--- config.mk ---
export PLATFORM = sky130hd
export DESIGN_NAME = abbp_bus_master
export DESIGN_NICKNAME = d
export VERILOG_FILES = /design/src/logic/abbp_bus_master.v /design/src/logic/abbp_power_seq.v /design/src/logic/abbp_reply_timer.v
export VERILOG_INCLUDE_DIRS = /design/src /design/src/logic
export SDC_FILE = /design/constraint.sdc
export NUM_CORES = 1
export LEC_CHECK = 0
export BUFFER_PORTS_ARGS = -buffer_cell sky130_fd_sc_hd__buf_2
export CORE_UTILIZATION = 40
export CTS_CLUSTER_SIZE = 30
export DETAILED_ROUTE_END_ITERATION = 8
export PLACE_DENSITY = 0.75
export SETUP_SLACK_MARGIN = 0.02
export SLEW_MARGIN = 15
export SYNTH_ARGS = -nofsm -noshare
export SYNTH_HDL_FRONTEND = slang
export SYNTH_HIERARCHICAL = 1
export SYNTH_SLANG_ARGS = --single-unit
--- constraint.sdc ---
create_clock -name ref_clk -period 3.2 [get_ports ref_clk]
set_clock_uncertainty 0.15 [all_clocks]
set_input_delay 0.16 -clock ref_clk [delete_from_list [all_inputs] [get_ports ref_clk]]
set_output_delay 0.16 -clock ref_clk [all_outputs]
set_load 0.01 [all_outputs]
--- src/logic/abbp_consts.vh ---
`ifndef ABBP_CONSTS_VH
`define ABBP_CONSTS_VH

// Clock period of ref_clk in nanoseconds (10 MHz)
`define ABBP_CLK_PERIOD_NS 100
// Longest wait for a slave reply after a data strobe, in nanoseconds
`define ABBP_REPLY_TMO_NS 10000
// Reply timeout in clock cycles, rounded down
`define ABBP_REPLY_TMO_CYC (`ABBP_REPLY_TMO_NS / `ABBP_CLK_PERIOD_NS)
// Clock cycles the init line is held after an init command
`define ABBP_INIT_HOLD_CYC 16
// Trap vector for a missing reply
`define ABBP_VEC_BUS_TMO 16'h000A
// Trap vector for loss of AC power
`define ABBP_VEC_PWR_FAIL 16'h0018
// Memory and I/O split, in words
`define ABBP_MEM_WORDS 28672
`define ABBP_IO_WORDS 4096
// First byte address of the I/O page (28672 words of two bytes)
`define ABBP_IO_BASE 16'hE000
// Command kinds on the user port
`define ABBP_CMD_READ 3'h0
`define ABBP_CMD_WRITE 3'h1
`define ABBP_CMD_WRITE_BYTE 3'h2
`define ABBP_CMD_RMW 3'h3
`define ABBP_CMD_RMW_BYTE 3'h4
`define ABBP_CMD_REFRESH 3'h5
`define ABBP_CMD_IACK 3'h6

`endif

--- src/logic/abbp_bus_master.v ---
// Notes on behaviour
// - Read starts by driving address onto shared lines
// - Sync strobe rises only after address settles
// - Release address, then raise data-in strobe
// - On reply, capture data then drop data-in
// - Sync dropped only after reply is gone
// - No reply in timeout: abandon, trap vector 10
// - Read-modify-write uses one sync assertion
// - Byte variants write only one byte
// - Interrupt request answered by acknowledge, vector returned
// - DMA ownership suspends only bus transactions
// - Low 28K words memory, top 4K I/O
// - Init line while DC bad or commanded
// - DC good: init and wait; AC good: run
// - AC loss takes power-fail trap, vector 24
// - Power-up restarts only after DC drops
// - Run indicator pulses once per instruction fetch
// - Refresh qualifier marks refresh address phase
`timescale 1ns/100ps
`include "abbp_consts.vh"
module abbp_bus_master #(
  parameter TMO_CYCLES = `ABBP_REPLY_TMO_CYC,
  parameter INIT_HOLD = `ABBP_INIT_HOLD_CYC
) (
  input wire ref_clk,
  input wire rst,
  input wire cmd_valid,
  output wire cmd_ready,
  input wire [2:0] cmd_kind,
  input wire [15:0] cmd_addr,
  input wire [15:0] cmd_wdata,
  output wire mod_ready,
  input wire mod_valid,
  input wire [15:0] mod_data,
  output reg rsp_valid,
  output reg [15:0] rsp_data,
  output reg rsp_err,
  output reg rsp_io_space,
  output reg trap_valid,
  output reg [15:0] trap_vector,
  input wire [15:0] dal_in,
  output wire [15:0] dal_out,
  output wire dal_oe,
  output wire bus_sync_strobe,
  output wire data_in_strobe,
  output wire data_out_strobe,
  output wire byte_select,
  input wire slave_reply,
  input wire interrupt_request_line,
  output reg irq_pending,
  output wire interrupt_ack_grant,
  input wire dma_request,
  output reg dma_grant,
  input wire dc_power_good,
  input wire ac_power_good,
  input wire init_cmd,
  output wire system_init_line,
  output wire powerup_start,
  input wire halt_request_line,
  output reg halt_seen,
  input wire fetch_done,
  output reg run_indicator_pulse,
  output wire refresh_qualifier
);
  // Bus cycle states
  localparam S_IDLE = 4'h0; // No cycle; DMA may be granted here
  localparam S_ADDR = 4'h1; // Address driven, letting it settle
  localparam S_SYNC = 4'h2; // Sync up, address still held for latching
  localparam S_DIN = 4'h3; // Data-in strobe up, waiting for reply
  localparam S_DIN_END = 4'h4; // Data-in down, waiting for reply to drop
  localparam S_MODIFY = 4'h5; // Read half of RMW done, sync still up
  localparam S_DOUT = 4'h6; // Write data driven, data-out up
  localparam S_DOUT_END = 4'h7; // Data-out down, waiting for reply to drop
  localparam S_FINISH = 4'h8; // Sync dropped, cycle ends
  localparam S_IACK = 4'h9; // Interrupt acknowledge with data-in
  localparam S_IACK_END = 4'hA; // Acknowledge dropped, waiting for reply to drop

  reg [3:0] st_q;
  reg [3:0] st_d;
  reg [2:0] kind_q; // Kind of the cycle in flight
  reg [15:0] addr_q; // Latched target address
  reg [15:0] wdata_q; // Data for the write half
  reg err_q; // Current cycle was abandoned
  reg bto_pend_q; // Bus timeout trap waiting behind a power-fail trap
  wire tmo_hit; // Reply wait expired this cycle
  wire pf_trap; // Power-fail trap event
  wire waiting; // A strobe is up and no reply yet

  // Byte address falls in the I/O page
  function is_io;
    input [15:0] a;
    begin
      is_io = (a >= `ABBP_IO_BASE);
    end
  endfunction

  // Byte-wide write halves
  function is_byte_kind;
    input [2:0] k;
    begin
      is_byte_kind = (k == `ABBP_CMD_WRITE_BYTE) || (k == `ABBP_CMD_RMW_BYTE);
    end
  endfunction

  // Read-modify-write kinds
  function is_rmw_kind;
    input [2:0] k;
    begin
      is_rmw_kind = (k == `ABBP_CMD_RMW) || (k == `ABBP_CMD_RMW_BYTE);
    end
  endfunction

  abbp_power_seq #(
    .INIT_HOLD(INIT_HOLD)
  ) u_pwr (
    .ref_clk(ref_clk),
    .rst(rst),
    .dc_power_good(dc_power_good),
    .ac_power_good(ac_power_good),
    .init_cmd(init_cmd),
    .system_init_line(system_init_line),
    .powerup_start(powerup_start),
    .power_fail_trap(pf_trap)
  );

  // Timer runs only while a strobe is up and unanswered; a reply clears it
  assign waiting = ((st_q == S_DIN) || (st_q == S_DOUT) || (st_q == S_IACK)) && !slave_reply;

  // A missing slave would otherwise hang the bus for good
  abbp_reply_timer #(
    .CYCLES(TMO_CYCLES)
  ) u_tmo (
    .ref_clk(ref_clk),
    .rst(rst),
    .run(waiting),
    .expired(tmo_hit)
  );

  // Commands only while the bus is ours and the system is not in init
  assign cmd_ready = (st_q == S_IDLE) && !dma_grant && !dma_request &&
                     !system_init_line;
  assign mod_ready = (st_q == S_MODIFY);

  // Next bus state
  always @* begin
    st_d = st_q;
    case (st_q)
      S_IDLE: begin
        if (cmd_valid && cmd_ready) begin
          if (cmd_kind == `ABBP_CMD_IACK) begin
            st_d = S_IACK;
          end else begin
            st_d = S_ADDR;
          end
        end
      end
      S_ADDR: begin
        st_d = S_SYNC;
      end
      S_SYNC: begin
        // The address stays one more cycle so slaves can latch the match
        if (kind_q == `ABBP_CMD_WRITE || kind_q == `ABBP_CMD_WRITE_BYTE) begin
          st_d = S_DOUT;
        end else begin
          st_d = S_DIN;
        end
      end
      S_DIN: begin
        if (tmo_hit) begin
          st_d = S_FINISH;
        end else if (slave_reply) begin
          st_d = S_DIN_END;
        end
      end
      S_DIN_END: begin
        if (!slave_reply) begin
          if (is_rmw_kind(kind_q)) begin
            st_d = S_MODIFY;
          end else begin
            st_d = S_FINISH;
          end
        end
      end
      S_MODIFY: begin
        if (mod_valid) begin
          st_d = S_DOUT;
        end
      end
      S_DOUT: begin
        if (tmo_hit) begin
          st_d = S_FINISH;
        end else if (slave_reply) begin
          st_d = S_DOUT_END;
        end
      end
      S_DOUT_END: begin
        if (!slave_reply) begin
          st_d = S_FINISH;
        end
      end
      S_FINISH: begin
        st_d = S_IDLE;
      end
      S_IACK: begin
        // No address phase: the nearest requester answers the grant
        if (tmo_hit) begin
          st_d = S_FINISH;
        end else if (slave_reply) begin
          st_d = S_IACK_END;
        end
      end
      S_IACK_END: begin
        if (!slave_reply) begin
          st_d = S_FINISH;
        end
      end
      default: begin
        st_d = S_IDLE;
      end
    endcase
    // Init wipes any cycle in progress
    if (system_init_line) begin
      st_d = S_IDLE;
    end
  end

  // State and cycle context
  always @(posedge ref_clk) begin
    if (rst) begin
      st_q <= S_IDLE;
      kind_q <= 3'h0;
      addr_q <= 16'h0000;
      wdata_q <= 16'h0000;
      err_q <= 1'b0;
    end else begin
      st_q <= st_d;
      if (st_q == S_IDLE && cmd_valid && cmd_ready) begin
        kind_q <= cmd_kind;
        addr_q <= cmd_addr;
        wdata_q <= cmd_wdata;
        err_q <= 1'b0;
      end else if (st_q == S_MODIFY && mod_valid) begin
        wdata_q <= mod_data; // Modified value goes back to the same address
      end
      if (tmo_hit) begin
        err_q <= 1'b1;
      end
    end
  end

  // Read data, completion and abandon reports
  always @(posedge ref_clk) begin
    if (rst) begin
      rsp_valid <= 1'b0;
      rsp_data <= 16'h0000;
      rsp_err <= 1'b0;
      rsp_io_space <= 1'b0;
    end else begin
      rsp_valid <= 1'b0;
      rsp_err <= 1'b0;
      if ((st_q == S_DIN || st_q == S_IACK) && slave_reply && !tmo_hit) begin
        rsp_valid <= 1'b1;
        rsp_data <= dal_in;
        rsp_io_space <= is_io(addr_q);
      end else if (st_q == S_DOUT && slave_reply && !tmo_hit) begin
        rsp_valid <= 1'b1;
        rsp_io_space <= is_io(addr_q);
      end else if (tmo_hit) begin
        rsp_valid <= 1'b1;
        rsp_err <= 1'b1;
        rsp_io_space <= is_io(addr_q);
      end
    end
  end

  // Trap reporting; power-fail wins a tie and the bus trap follows
  always @(posedge ref_clk) begin
    if (rst) begin
      trap_valid <= 1'b0;
      trap_vector <= 16'h0000;
      bto_pend_q <= 1'b0;
    end else begin
      trap_valid <= 1'b0;
      if (pf_trap) begin
        trap_valid <= 1'b1;
        trap_vector <= `ABBP_VEC_PWR_FAIL;
        bto_pend_q <= bto_pend_q || tmo_hit;
      end else if (tmo_hit || bto_pend_q) begin
        trap_valid <= 1'b1;
        trap_vector <= `ABBP_VEC_BUS_TMO;
        bto_pend_q <= 1'b0;
      end
    end
  end

  // DMA hand-over: only granted between cycles, held while requested
  // Never raised mid-cycle, so no slave is left half-addressed
  always @(posedge ref_clk) begin
    if (rst) begin
      dma_grant <= 1'b0;
    end else if (system_init_line) begin
      dma_grant <= 1'b0;
    end else if (dma_grant) begin
      dma_grant <= dma_request;
    end else begin
      dma_grant <= dma_request && (st_q == S_IDLE) && !cmd_valid;
    end
  end

  // Status levels and the run pulse
  // Halt is only reported here; acting on it is left to the core
  always @(posedge ref_clk) begin
    if (rst) begin
      irq_pending <= 1'b0;
      halt_seen <= 1'b0;
      run_indicator_pulse <= 1'b0;
    end else begin
      irq_pending <= interrupt_request_line;
      halt_seen <= halt_request_line; // Follows the line; the far end holds it
      run_indicator_pulse <= fetch_done;
    end
  end

  // Pin drive decoded straight from the state register
  // Address leaves the lines in the cycle data-in rises, so they never overlap
  assign dal_oe = (st_q == S_ADDR) || (st_q == S_SYNC) || (st_q == S_DOUT);
  assign dal_out = (st_q == S_DOUT) ? wdata_q : addr_q;
  assign bus_sync_strobe = (st_q == S_SYNC) || (st_q == S_DIN) || (st_q == S_DIN_END) ||
                           (st_q == S_MODIFY) || (st_q == S_DOUT) ||
                           (st_q == S_DOUT_END);
  assign data_in_strobe = ((st_q == S_DIN) && !err_q) || (st_q == S_IACK);
  assign data_out_strobe = (st_q == S_DOUT);
  assign byte_select = (st_q == S_DOUT) && is_byte_kind(kind_q);
  assign interrupt_ack_grant = (st_q == S_IACK);
  assign refresh_qualifier = ((st_q == S_ADDR) || (st_q == S_SYNC)) &&
                             (kind_q == `ABBP_CMD_REFRESH);
endmodule // abbp_bus_master

--- src/logic/abbp_power_seq.v ---
`timescale 1ns/100ps
`include "abbp_consts.vh"
// Power-up / power-fail sequencing from the two power-good inputs
module abbp_power_seq #(
  parameter INIT_HOLD = `ABBP_INIT_HOLD_CYC
) (
  input wire ref_clk,
  input wire rst,
  input wire dc_power_good,
  input wire ac_power_good,
  input wire init_cmd,
  output wire system_init_line,
  output reg powerup_start,
  output reg power_fail_trap
);
  localparam PS_DOWN = 2'h0; // DC bad: system held in init
  localparam PS_WAIT_AC = 2'h1; // DC good, waiting for AC good
  localparam PS_RUN = 2'h2; // Running normally
  localparam PS_FAILED = 2'h3; // AC lost; only a DC drop restarts

  reg [1:0] st_q;
  reg [1:0] st_d;
  reg [7:0] hold_q; // Remaining cycles of a commanded init
  reg [7:0] hold_d;

  // Sequencer next state
  always @* begin
    st_d = st_q;
    case (st_q)
      PS_DOWN: begin
        if (dc_power_good) begin
          st_d = PS_WAIT_AC;
        end
      end
      PS_WAIT_AC: begin
        if (!dc_power_good) begin
          st_d = PS_DOWN;
        end else if (ac_power_good) begin
          st_d = PS_RUN;
        end
      end
      PS_RUN: begin
        if (!dc_power_good) begin
          st_d = PS_DOWN;
        end else if (!ac_power_good) begin
          st_d = PS_FAILED;
        end
      end
      PS_FAILED: begin
        // AC coming back alone does not restart; DC must drop first
        if (!dc_power_good) begin
          st_d = PS_DOWN;
        end
      end
      default: begin
        st_d = PS_DOWN;
      end
    endcase
  end

  // Init stretch: command, or the DC-good edge that starts power-up
  always @* begin
    hold_d = hold_q;
    if (init_cmd || (st_q == PS_DOWN && dc_power_good)) begin
      hold_d = INIT_HOLD[7:0];
    end else if (hold_q != 8'h00) begin
      hold_d = hold_q - 8'h01;
    end
  end

  always @(posedge ref_clk) begin
    if (rst) begin
      st_q <= PS_DOWN;
      hold_q <= 8'h00;
      powerup_start <= 1'b0;
      power_fail_trap <= 1'b0;
    end else begin
      st_q <= st_d;
      hold_q <= hold_d;
      powerup_start <= (st_q == PS_WAIT_AC) && (st_d == PS_RUN);
      power_fail_trap <= (st_q == PS_RUN) && (st_d == PS_FAILED);
    end
  end

  // Held while DC is bad and while a commanded init runs
  assign system_init_line = (st_q == PS_DOWN) || (hold_q != 8'h00);
endmodule // abbp_power_seq

--- src/logic/abbp_reply_timer.v ---
`timescale 1ns/100ps
// Counts cycles while a strobe waits for reply; pulses once on expiry
module abbp_reply_timer #(
  parameter CYCLES = 100
) (
  input wire ref_clk,
  input wire rst,
  input wire run,
  output wire expired
);
  reg [15:0] cnt_q; // Cycles spent waiting so far
  reg [15:0] cnt_d;

  // Next count: cleared whenever the wait is not in progress
  always @* begin
    cnt_d = 16'h0000;
    if (run && cnt_q != CYCLES[15:0]) begin
      cnt_d = cnt_q + 16'h0001;
    end else if (run) begin
      cnt_d = cnt_q; // Saturate so the expiry fires only once
    end
  end

  always @(posedge ref_clk) begin
    if (rst) begin
      cnt_q <= 16'h0000;
    end else begin
      cnt_q <= cnt_d;
    end
  end

  // One-cycle pulse on the cycle the limit is reached
  assign expired = run && (cnt_q == CYCLES[15:0] - 16'h0001);
endmodule // abbp_reply_timer

Yosys cells after proc, flatten, opt, wreduce, memory -nomap -nowiden
Cells that the tools add are included.
{"block": "word_totals", "regBits": 96, "in_bits": 79, "output_inout_bits": 67, "elab_cells": 159}
{"block": "op_classes", "add_sub_neg": 2, "magnitude_cmp": 1, "n_eq_ne": 30, "n_mux": 43, "n_reduce_logical": 60}
{"operator": "$mux W16", "count": 5}
{"operator": "$mux W4", "count": 12}
{"operator": "$pmux W4 S9", "count": 1}
{"operator": "$logic_and A1 B1 Y1", "count": 22}
{"operator": "$mux W5", "count": 4}
{"operator": "$logic_or A1 B1 Y1", "count": 17}
{"operator": "$add A16 B1 Y16 const B", "count": 1}
{"operator": "$eq A16 B7 Y1 const B", "count": 1}
{"operator": "$eq A4 B3 Y1 const B", "count": 4}
{"operator": "$ge A16 B16 Y1 const B", "count": 1}
{"operator": "$ne A16 B7 Y1 const B", "count": 1}
{"operator": "$mux W1", "count": 13}
{"operator": "$mux W2", "count": 6}
{"operator": "$eq A3 B3 Y1 const B", "count": 3}
{"operator": "$eq A2 B2 Y1 const B", "count": 4}
{"operator": "$eq A4 B2 Y1 const B", "count": 2}
{"operator": "$eq A4 B4 Y1 const B", "count": 2}
{"operator": "$ne A2 B2 Y1 const B", "count": 4}
{"operator": "$pmux W2 S4", "count": 1}
{"operator": "$reduce_bool A2 Y1", "count": 4}
{"operator": "$reduce_bool A8 Y1", "count": 1}
{"operator": "$reduce_or A2 Y1", "count": 4}
{"operator": "$sub A8 B1 Y8 const B", "count": 1}
{"operator": "$logic_not A1 Y1", "count": 7}
{"operator": "other kinds (14)", "count": 15}

Logic depth before layout (Yosys ltp)
Gate-level depths: netlist of the first run.
{"block": "depth", "depth_word": 9, "mapped_depth": 13, "depth_no_buf": 10}

Modules after synthesis
The synthesis of the first run kept the hierarchy.
{"module": "abbp_bus_master", "n_inst": 1, "cells_each": 369, "area_per_inst_um2": 3215.6, "seq_area_each_um2": 1361.3}
{"module": "abbp_reply_timer", "n_inst": 1, "cells_each": 99, "area_per_inst_um2": 858.3, "seq_area_each_um2": 320.3}
{"module": "abbp_power_seq", "n_inst": 1, "cells_each": 61, "area_per_inst_um2": 543.0, "seq_area_each_um2": 240.2}

Least setup slack after synthesis of the first run
Ideal clock, no wire load.
{"block": "synth_path", "path_type": "reg2reg", "start": "register u_pwr.hold_q[0]", "end": "register st_q[1] (netlist name)", "setup_time_ns": 0.116, "t_arrival_ns": 2.715, "required_time_ns": 2.934, "path_slack_ns": 0.218, "path_stages_with_launch": 12, "cell_sequence": "dfxtp_1 inv_1 ha_1 or3b_2 clkbuf_1 nor2_1 o21ai_0 nor4b_1 o22ai_1 a211oi_4 o221ai_1 o211a_1"}
{"item": "from (decl)", "line_no": "abbp_power_seq.v:23", "rtl": "reg [7:0] hold_q;"}
{"item": "from (signal assigned)", "line_no": "abbp_power_seq.v:79", "rtl": "hold_q <= hold_d;"}

Worst setup path after layout of the first run
{"block": "layout_path", "start": "register u_pwr.hold_q[0]", "end": "register wdata_q[6]"}
{"block": "layout_between", "elab_chain_len": 6, "elab_cells_between_ends": 7, "cone_classes": "mux: 1; reduce/logical: 6"}
{"item": "$reduce_bool A8 Y1 *", "line_no": "abbp_power_seq.v:86", "rtl": "assign system_init_line = (st_q == PS_DOWN) || (hold_q != 8'h00);"}
{"item": "$logic_or A1 B1 Y1 *", "line_no": "abbp_power_seq.v:86"}
{"item": "$logic_not A1 Y1 *", "line_no": "abbp_bus_master.v:141", "rtl": "!system_init_line;"}
{"item": "$logic_and A1 B1 Y1 *", "line_no": "abbp_bus_master.v:140", "rtl": "assign cmd_ready = (st_q == S_IDLE) && !dma_grant && !dma_request &&"}
{"item": "$logic_and A1 B1 Y1 *", "line_no": "abbp_bus_master.v:237", "rtl": "if (st_q == S_IDLE && cmd_valid && cmd_ready) begin"}
{"item": "$mux W16 or $reduce_bool A2 Y1 (tied branches)"}
{"item": "to (signal assigned)", "line_no": "abbp_bus_master.v:240", "rtl": "wdata_q <= cmd_wdata;"}
{"item": "to (signal assigned)", "line_no": "abbp_bus_master.v:243", "rtl": "wdata_q <= mod_data;"}
{"item": "to (decl)", "line_no": "abbp_bus_master.v:82", "rtl": "reg [15:0] wdata_q;"}
Every way passes the cells marked *; elsewhere a longest branch is shown, timed or not.
A chain may end at the register's enable or synchronous reset.

==> run_results.csv, run 1 <==
group,metric,value,unit
cells_and_area,area_growth,38.16,%
sta,finalSetupTns,0,ns
routing,drt_iter0_drc,354,
synth,syn_inst,529,
cells_and_area,final_cell_mix,"132 x buf_2, 96 x dfxtp_1, 74 x dlygate4sd3_1",
worst_setup_path,cp-end-kind,"register",
sta,fin_crit_sh,94.39,%
synth,synth_edf_count,0,
pwr,seq_power_share,48.9,%
synth,yosys.cell_types.count,63,
synth,synthArstFlopShare,0,%
pwr,power_density,393.7,mW/mm^2
synth,avgSynthCellArea,8.728,um^2
global_route,grt_pass1_wl,21.63,mm
sta,hold_viol_final,0,
run_status,status,"completed",
cts,cts_tree,"done",
sta,slew_violations,0,
pwr,comb_power_share,10.6,%
placed_design,gp_congestion,0.8352,
pwr,p_clk_share,40.6,%
synth,synth_top_area_share,41.63,%
cts,cts-buffers-inserted,9,
synth,yosys.area.top_type,"dfxtp_1",
floorplan,coreArea,0.01103,mm^2
sta,hold_slack,0.04503,ns
cts,cts_sinks,96,
cells_and_area,nets,807,
floorplan,start_util,41.86,%
sta,maxSlewHeadroom,50.20,%
job,cap_violations,0,
synth,synthFlopType,"dfxtp_1",
pwr,leakage,2.767,nW
cts,clock_latency,0.33,ns
synth,ys_ff_latch,96,
floorplan,std_cell_rows,38,
floorplan,die_x,109.4,um
worst_setup_path,crit_required,3.25,ns
routing,wl,13.57,mm
floorplan,dieHeight,109.4,um
cts,clk_pin_slew_worst_paths,0.07,ns
sta,fmax,331.1,MHz
cells_and_area,drive_above_1_share,27.20,%
worst_setup_path,path_class,"reg -> reg",
synth,synth.area.top_cells,"dfxtp_1 42%, a21oi_1 6.6%, nand2_1 5.9%",
placed_design,hpwl,8.242,mm
cts,cts_buffer_depth,2,
global_route,grt_max_degree,39,
global_route,overflow,0,
cells_and_area,final_common_cell,"buf_2",
pwr,internal_power,1.905,mW
placed_design,port_buffers,132,
sta,worst_pin_slew,0.7470,ns
floorplan,die_area,0.01198,mm^2
routing,ant_nets,0,
sta,setup_violations,0,
worst_setup_path,crit_arrival,3.07,ns
synth,yosys_warnings,6,
pwr,fin_total_pwr,2.511,mW
routing,wl_per_cell,15.62,um
global_route,grt_use_total,22.89,%
cts,root_buffer,"clkbuf_16",
cts,htreeDepth,3,
global_route,antenna_found_initial,0,
pwr,switching_share,24.16,%
sta,finalCriticalPeriod,3.020,ns
global_route,grt_pass1_vias,4697,
hold_path,min_path_type,"in -> reg",
pwr,p_sw,606.7,uW
floorplan,io_pins,146,
pwr,peakVddDrop,229.3,uV
cells_and_area,post-route-util,57.83,%
routing,firstDrtPassIters,8,
synth,ys_seq_area_share,41.63,%
sta,rsz0062_at_grt,"false",
routing,drc,0,
worst_setup_path,path_max_fanout,36,
worst_setup_path,cp-start-kind,"register",
routing,vias,4718,
routing,avgViaCountPerCell,5.429,
synth,synthesis.area,0.004617,mm^2
## Yosys cell counts, drive strengths merged (2+ instances only)
cell    count
nand3b      3
nand4       8
nor3b       5
a21oi      61
a211oi      2
xnor2       3
xor2        5
mux2i      22
nor3       15
and2        2
and4        3
or4         8
mux2       16
o211a       2
o21ai      13
inv        12
nand2      73
o31ai       6
nand2b      7
a31oi       3
nor2b       9
dfxtp      96
or4b        2
nor4b       4
buf        34
nand4b      2
a22oi      16
or3b        2
ha          4
or3         4
nor2       40
nand3       5
clkbuf     14
o21a        3
and4bb      3
nor4        8
## power by group through the flow
stage | Combinational, mW | Sequential [mW] | Clock (mW)
5_1_grt | 0.288 | 1.23 | 1.09
2_1_floorplan | 0.117 | 1.25 | 0
4_1_cts | 0.254 | 1.23 | 1.04
6_report | 0.266 | 1.23 | 1.02
3_3_place_gp | 0.176 | 1.25 | 0
3_5_place_dp | 0.184 | 1.25 | 0
## through the flow
stage	cell area, um^2	setup slack [ns]	instances
finish	6379	0.1796	869
global route	6376	0.008851	868
CTS	6361	0.1365	867
detailed placement	5335	-0.05392	778
global placement	5335	0.1255	778
floorplan	4662	0.2185	541
## critical path, cell delays in order, from the launching register on
cell and delay (ns):
dfxtp_1 0.35, inv_1 0.09, ha_1 0.17, or3b_2 0.53
nor2_1 0.21, o21ai_0 0.20, nor4b_2 0.28, buf_4 0.16
and2_1 0.16, buf_12 0.21, nor2_4 0.12, nand2_1 0.15
a21oi_1 0.09
## sequential cells by signal (all words and copies together) (netlist names)
signal and flops:
addr_q 16, rsp_data 16, u_tmo/cnt_q 16, wdata_q 16, u_pwr/hold_q 8, st_q 4, kind_q 3, trap_vector 3
u_pwr/st_q 2, bto_pend_q 1, dma_grant 1, err_q 1, halt_seen 1, irq_pending 1, rsp_err 1, rsp_io_space 1
rsp_valid 1, run_indicator_pulse 1, trap_valid 1, u_pwr/power_fail_trap 1, u_pwr/powerup_start 1
## routing by layer
layer | up-vias | wire length (um) | GRT usage, %
li1 | 2232 | - | -
met1 | 2185 | 5177 | 25.62
met2 | 235 | 6959 | 39.13
met3 | 66 | 727 | 4.209
met4 | 0 | 705 | 16.29
met5 | - | 0 | 0
## path summary, 6_finish.rpt
path / end / start / cells after the start / slack, ns
min: dma_grant$_SDFF_PP0_ / cmd_valid / 3 / 0.05
min reg2reg: rsp_io_space$_SDFFE_PP0P_ / rsp_io_space$_SDFFE_PP0P_ / 2 / 0.30
max: wdata_q[6]$_SDFFE_PP0P_ / u_pwr/hold_q[0]$_SDFFE_PP0P_ / 12 / 0.18
max reg2reg: wdata_q[6]$_SDFFE_PP0P_ / u_pwr/hold_q[0]$_SDFFE_PP0P_ / 12 / 0.18
## layout make-up
cell class / count / area (um^2)
diodes: 1 / 2.502
clock buffers: 10 / 239.0
clock inverters: 5 / 40.04
fillers: 940 / 4652
inverters: 12 / 45.04
multi-input cells: 385 / 2436
flip-flops and latches: 96 / 1922
well taps: 140 / 175.2
repair buffers: 220 / 1519
## kinds of logic after synthesis
group | count (synthesis) | synth area share (%)
adder cells (fa/ha/maj) | 5 | 1.301
AND/OR/NAND/NOR | 207 | 24.58
XOR/XNOR | 8 | 1.518
flip-flops | 96 | 41.63
buffers and inverters | 60 | 6.992
AO/OA/AOI/OAI | 114 | 15.23
multiplexers | 38 | 8.672
other | 1 | 0.08122
## repair_timing
action / CTS / global route
setup endpoints to repair: 2 / 32
buffers inserted: 0 / 1
resized for setup: 1 / 2
endpoints found under the hold margin: 60 / 0
hold buffers: 74 / 0
pin swaps: 0 / 2
Power figures use the tool's default switching activity.
==> run 2: changes to the inputs <==
CELL_PAD_IN_SITES_DETAIL_PLACEMENT = 1   (was not set)
CELL_PAD_IN_SITES_GLOBAL_PLACEMENT = 1   (was not set)
CORE_UTILIZATION = 37   (was 40)
PLACE_DENSITY = 0.89   (was 0.75)
==> run 2 against run 1 <==
Effect of this change: worst setup slack lost 0.046 ns; count of clock-buffer cells in the layout shrank 1; maximum frequency shrank 1.5%; register-to-register slack lost 0.05 ns; design area grew 0.69%; first-iteration DRC count grew 4.5%; worst hold slack lost 0.038 ns; largest power group unchanged; highest routed layer unchanged.
==> run_results.csv, run 2 (synthesis gave the netlist of run 1 again) <==
group,metric,value,unit
worst_setup_path,slowest_delay,0.43,ns
worst_setup_path,cp_top_family,"simple AND/OR/NAND/NOR gates",
global_route,grt_pass1_wl,28.55,mm
cells_and_area,final_common_cell,"buf_2",
floorplan,io_pins,146,
cells_and_area,area_growth,39.11,%
sta,rsz0062_at_grt,"true",
cells_and_area,nets,803,
sta,slew_violations,0,
worst_setup_path,cp-end-kind,"register",
cells_and_area,multi_input_area,0.002444,mm^2
worst_setup_path,reg2reg_depth,11,
routing,vias,5056,
cts,cts_tree,"done",
floorplan,std_cell_rows,40,
placed_design,gp_congestion,0.8420,
floorplan,coreArea,0.01211,mm^2
global_route,grt_pass1_vias,5380,
global_route,grt_use_total,29.17,%
hold_path,holdCritStartpoint,"mod_data[0]",
routing,drt_iter0_drc,370,
floorplan,die_x,113.7,um
floorplan,die_area,0.01293,mm^2
global_route,antenna_found_initial,7,
worst_setup_path,cp_cell_sequence,"xor2_1 -> a21o_1 -> nor2b_1 -> and4_1 -> nand4_1 -> nor2_2 -> buf_4 -> nor4bb_1 -> or3_1 -> nor3_1 -> a21oi_1",
placed_design,hpwl,9.870,mm
floorplan,dieHeight,113.7,um
cts,clk_pin_slew_worst_paths,0.07,ns
worst_setup_path,path_max_fanout,7,
placed_design,port_buffers,132,
global_route,grt_max_degree,40,
worst_setup_path,reg2reg_setup_slack,0.13,ns
worst_setup_path,crit_buf_inv,1,
worst_setup_path,slowest_stage,"dfxtp_1",
placed_design,post-place-ws,-0.01486,ns
cts,htreeDepth,3,
routing,wl,19.65,mm
hold_path,min_path_type,"in -> reg",
cts,cts_setup_buffers,0,
worst_setup_path,crit_arrival,3.13,ns
run_status,status,"completed",
job,cap_violations,0,
global_route,overflow,0,
cells_and_area,drive_above_1_share,28.14,%
placed_design,dp.cells,806,
cts,cts-buffers-inserted,9,
cells_and_area,stdcell_count,900,
worst_setup_path,reg2reg_from,"st_q[2]$_SDFFE_PP0P_",
cts,cts_sinks,96,
worst_setup_path,path_class,"reg -> reg",
routing,avgViaCountPerCell,5.618,
pwr,peakVddDrop,301.5,uV
cts,cts_buffer_depth,2,
floorplan,start_util,38.12,%
sta,layout_setup_ws,0.1333,ns
routing,ant_nets,0,
routing,firstDrtPassIters,5,
worst_setup_path,crit_required,3.26,ns
sta,worst_pin_slew,0.8143,ns
sta,fin_crit_sh,95.83,%
sta,maxSlewHeadroom,45.71,%
sta,setup_violations,0,
cells_and_area,final_cell_mix,"132 x buf_2, 96 x dfxtp_1, 71 x nand2_1",
pwr,leakage,2.763,nW
routing,wl_per_cell,21.83,um
routing,drc,0,
sta,fmax,326.1,MHz
sta,hold_viol_final,0,
worst_setup_path,reg2reg_to,"st_q[2]$_SDFFE_PP0P_",
cts,clock_latency,0.36,ns
worst_setup_path,cp-start-kind,"register",
sta,finalCriticalPeriod,3.067,ns
cts,root_buffer,"clkbuf_16",
pwr,power_density,404.1,mW/mm^2
cells_and_area,fill_cells,1460,
cells_and_area,seq_area,0.001922,mm^2
hold_path,min_path_cells,3,
hold_path,hold_end,"wdata_q[0]$_SDFFE_PP0P_",
run 2: cell types whose count changed in the layout (fill, tap and decap cells not counted), moves of 2 or more:
cell / previous run / this run
inv_8: 0 / 2
nand2_2: 0 / 2
nor2_2: 0 / 2
nand2_1: 73 / 71
dlygate4sd3_1: 74 / 70
diode_2: 1 / 7
run 2: cell type report:
cell class                      instances  area share, %
Timing Repair Buffer                  216          23.30
Clock buffer                            9          3.507
Multi-Input combinational cell        385          38.05
Tap cell                              168          3.273
Antenna cell                            7         0.2727
Inverter                               12         0.7013
Sequential cell                        96          29.92
Clock inverter                          7         0.9741
run 2: worst register-to-register path, delay by kind of cell (launching register included):
family / cells / cell delay, ns
AO/OA/AOI/OAI: 2 / 0.35
XOR/XNOR: 1 / 0.22
AND/OR/NAND/NOR: 7 / 1.58
flip-flops: 1 / 0.43
buffers and inverters: 1 / 0.22
run 2: worst max path at each step:
| stage | depth (start not counted) | to | start |
|---|---|---|---|
| 2_1_floorplan | 11 | st_q[1]$_SDFFE_PP0P_ | u_pwr/hold_q[0]$_SDFFE_PP0P_ |
| 3_3_place_gp | 11 | st_q[1]$_SDFFE_PP0P_ | u_pwr/hold_q[0]$_SDFFE_PP0P_ |
| 3_5_place_dp | 12 | wdata_q[0]$_SDFFE_PP0P_ | u_pwr/hold_q[0]$_SDFFE_PP0P_ |
| 4_1_cts | 12 | wdata_q[0]$_SDFFE_PP0P_ | u_pwr/hold_q[0]$_SDFFE_PP0P_ |
| 5_1_grt | 11 | st_q[2]$_SDFFE_PP0P_ | st_q[2]$_SDFFE_PP0P_ |
| 6_report | 11 | st_q[2]$_SDFFE_PP0P_ | st_q[2]$_SDFFE_PP0P_ |
run 2: where the power goes:
group | switching [mW] | internal (mW)
Sequential | 0.0172 | 1.21
Clock | 0.542 | 0.545
Combinational | 0.139 | 0.141
run 2: per-stage QoR:
stage | utilization [%] | area, um^2 | hold slack (ns) | setup TNS (ns) | power, mW
3_3_place_gp | 44.34 | 5370 | 0.2323 | 0 | 1.428
4_1_cts | 52.55 | 6365 | 0.001278 | 0 | 2.557
6_report | 53.03 | 6422 | 0.006842 | 0 | 2.595
2_1_floorplan | - | 4662 | 0.07941 | 0 | 1.367
5_1_grt | 53.03 | 6422 | 0.01645 | -0.8235 | 2.672
3_5_place_dp | 44.34 | 5370 | 0.2303 | -0.01486 | 1.442
run 2: timing repair:
item,CTS,global route
hold endpoints to repair,58,0
pin swaps,0,2
endpoints found under the setup margin,17,38
gates cloned,0,1
resized for setup,1,7
hold buffers,70,0
run 2: routing by layer:
| metal | part of all wire, % | global-route usage (%) |
|---|---|---|
| met3 | 5.0 | 6.323 |
| met2 | 53 | 53.29 |
| met5 | 0 | 0 |
| met1 | 35 | 28.43 |
| met4 | 6.9 | 23.33 |
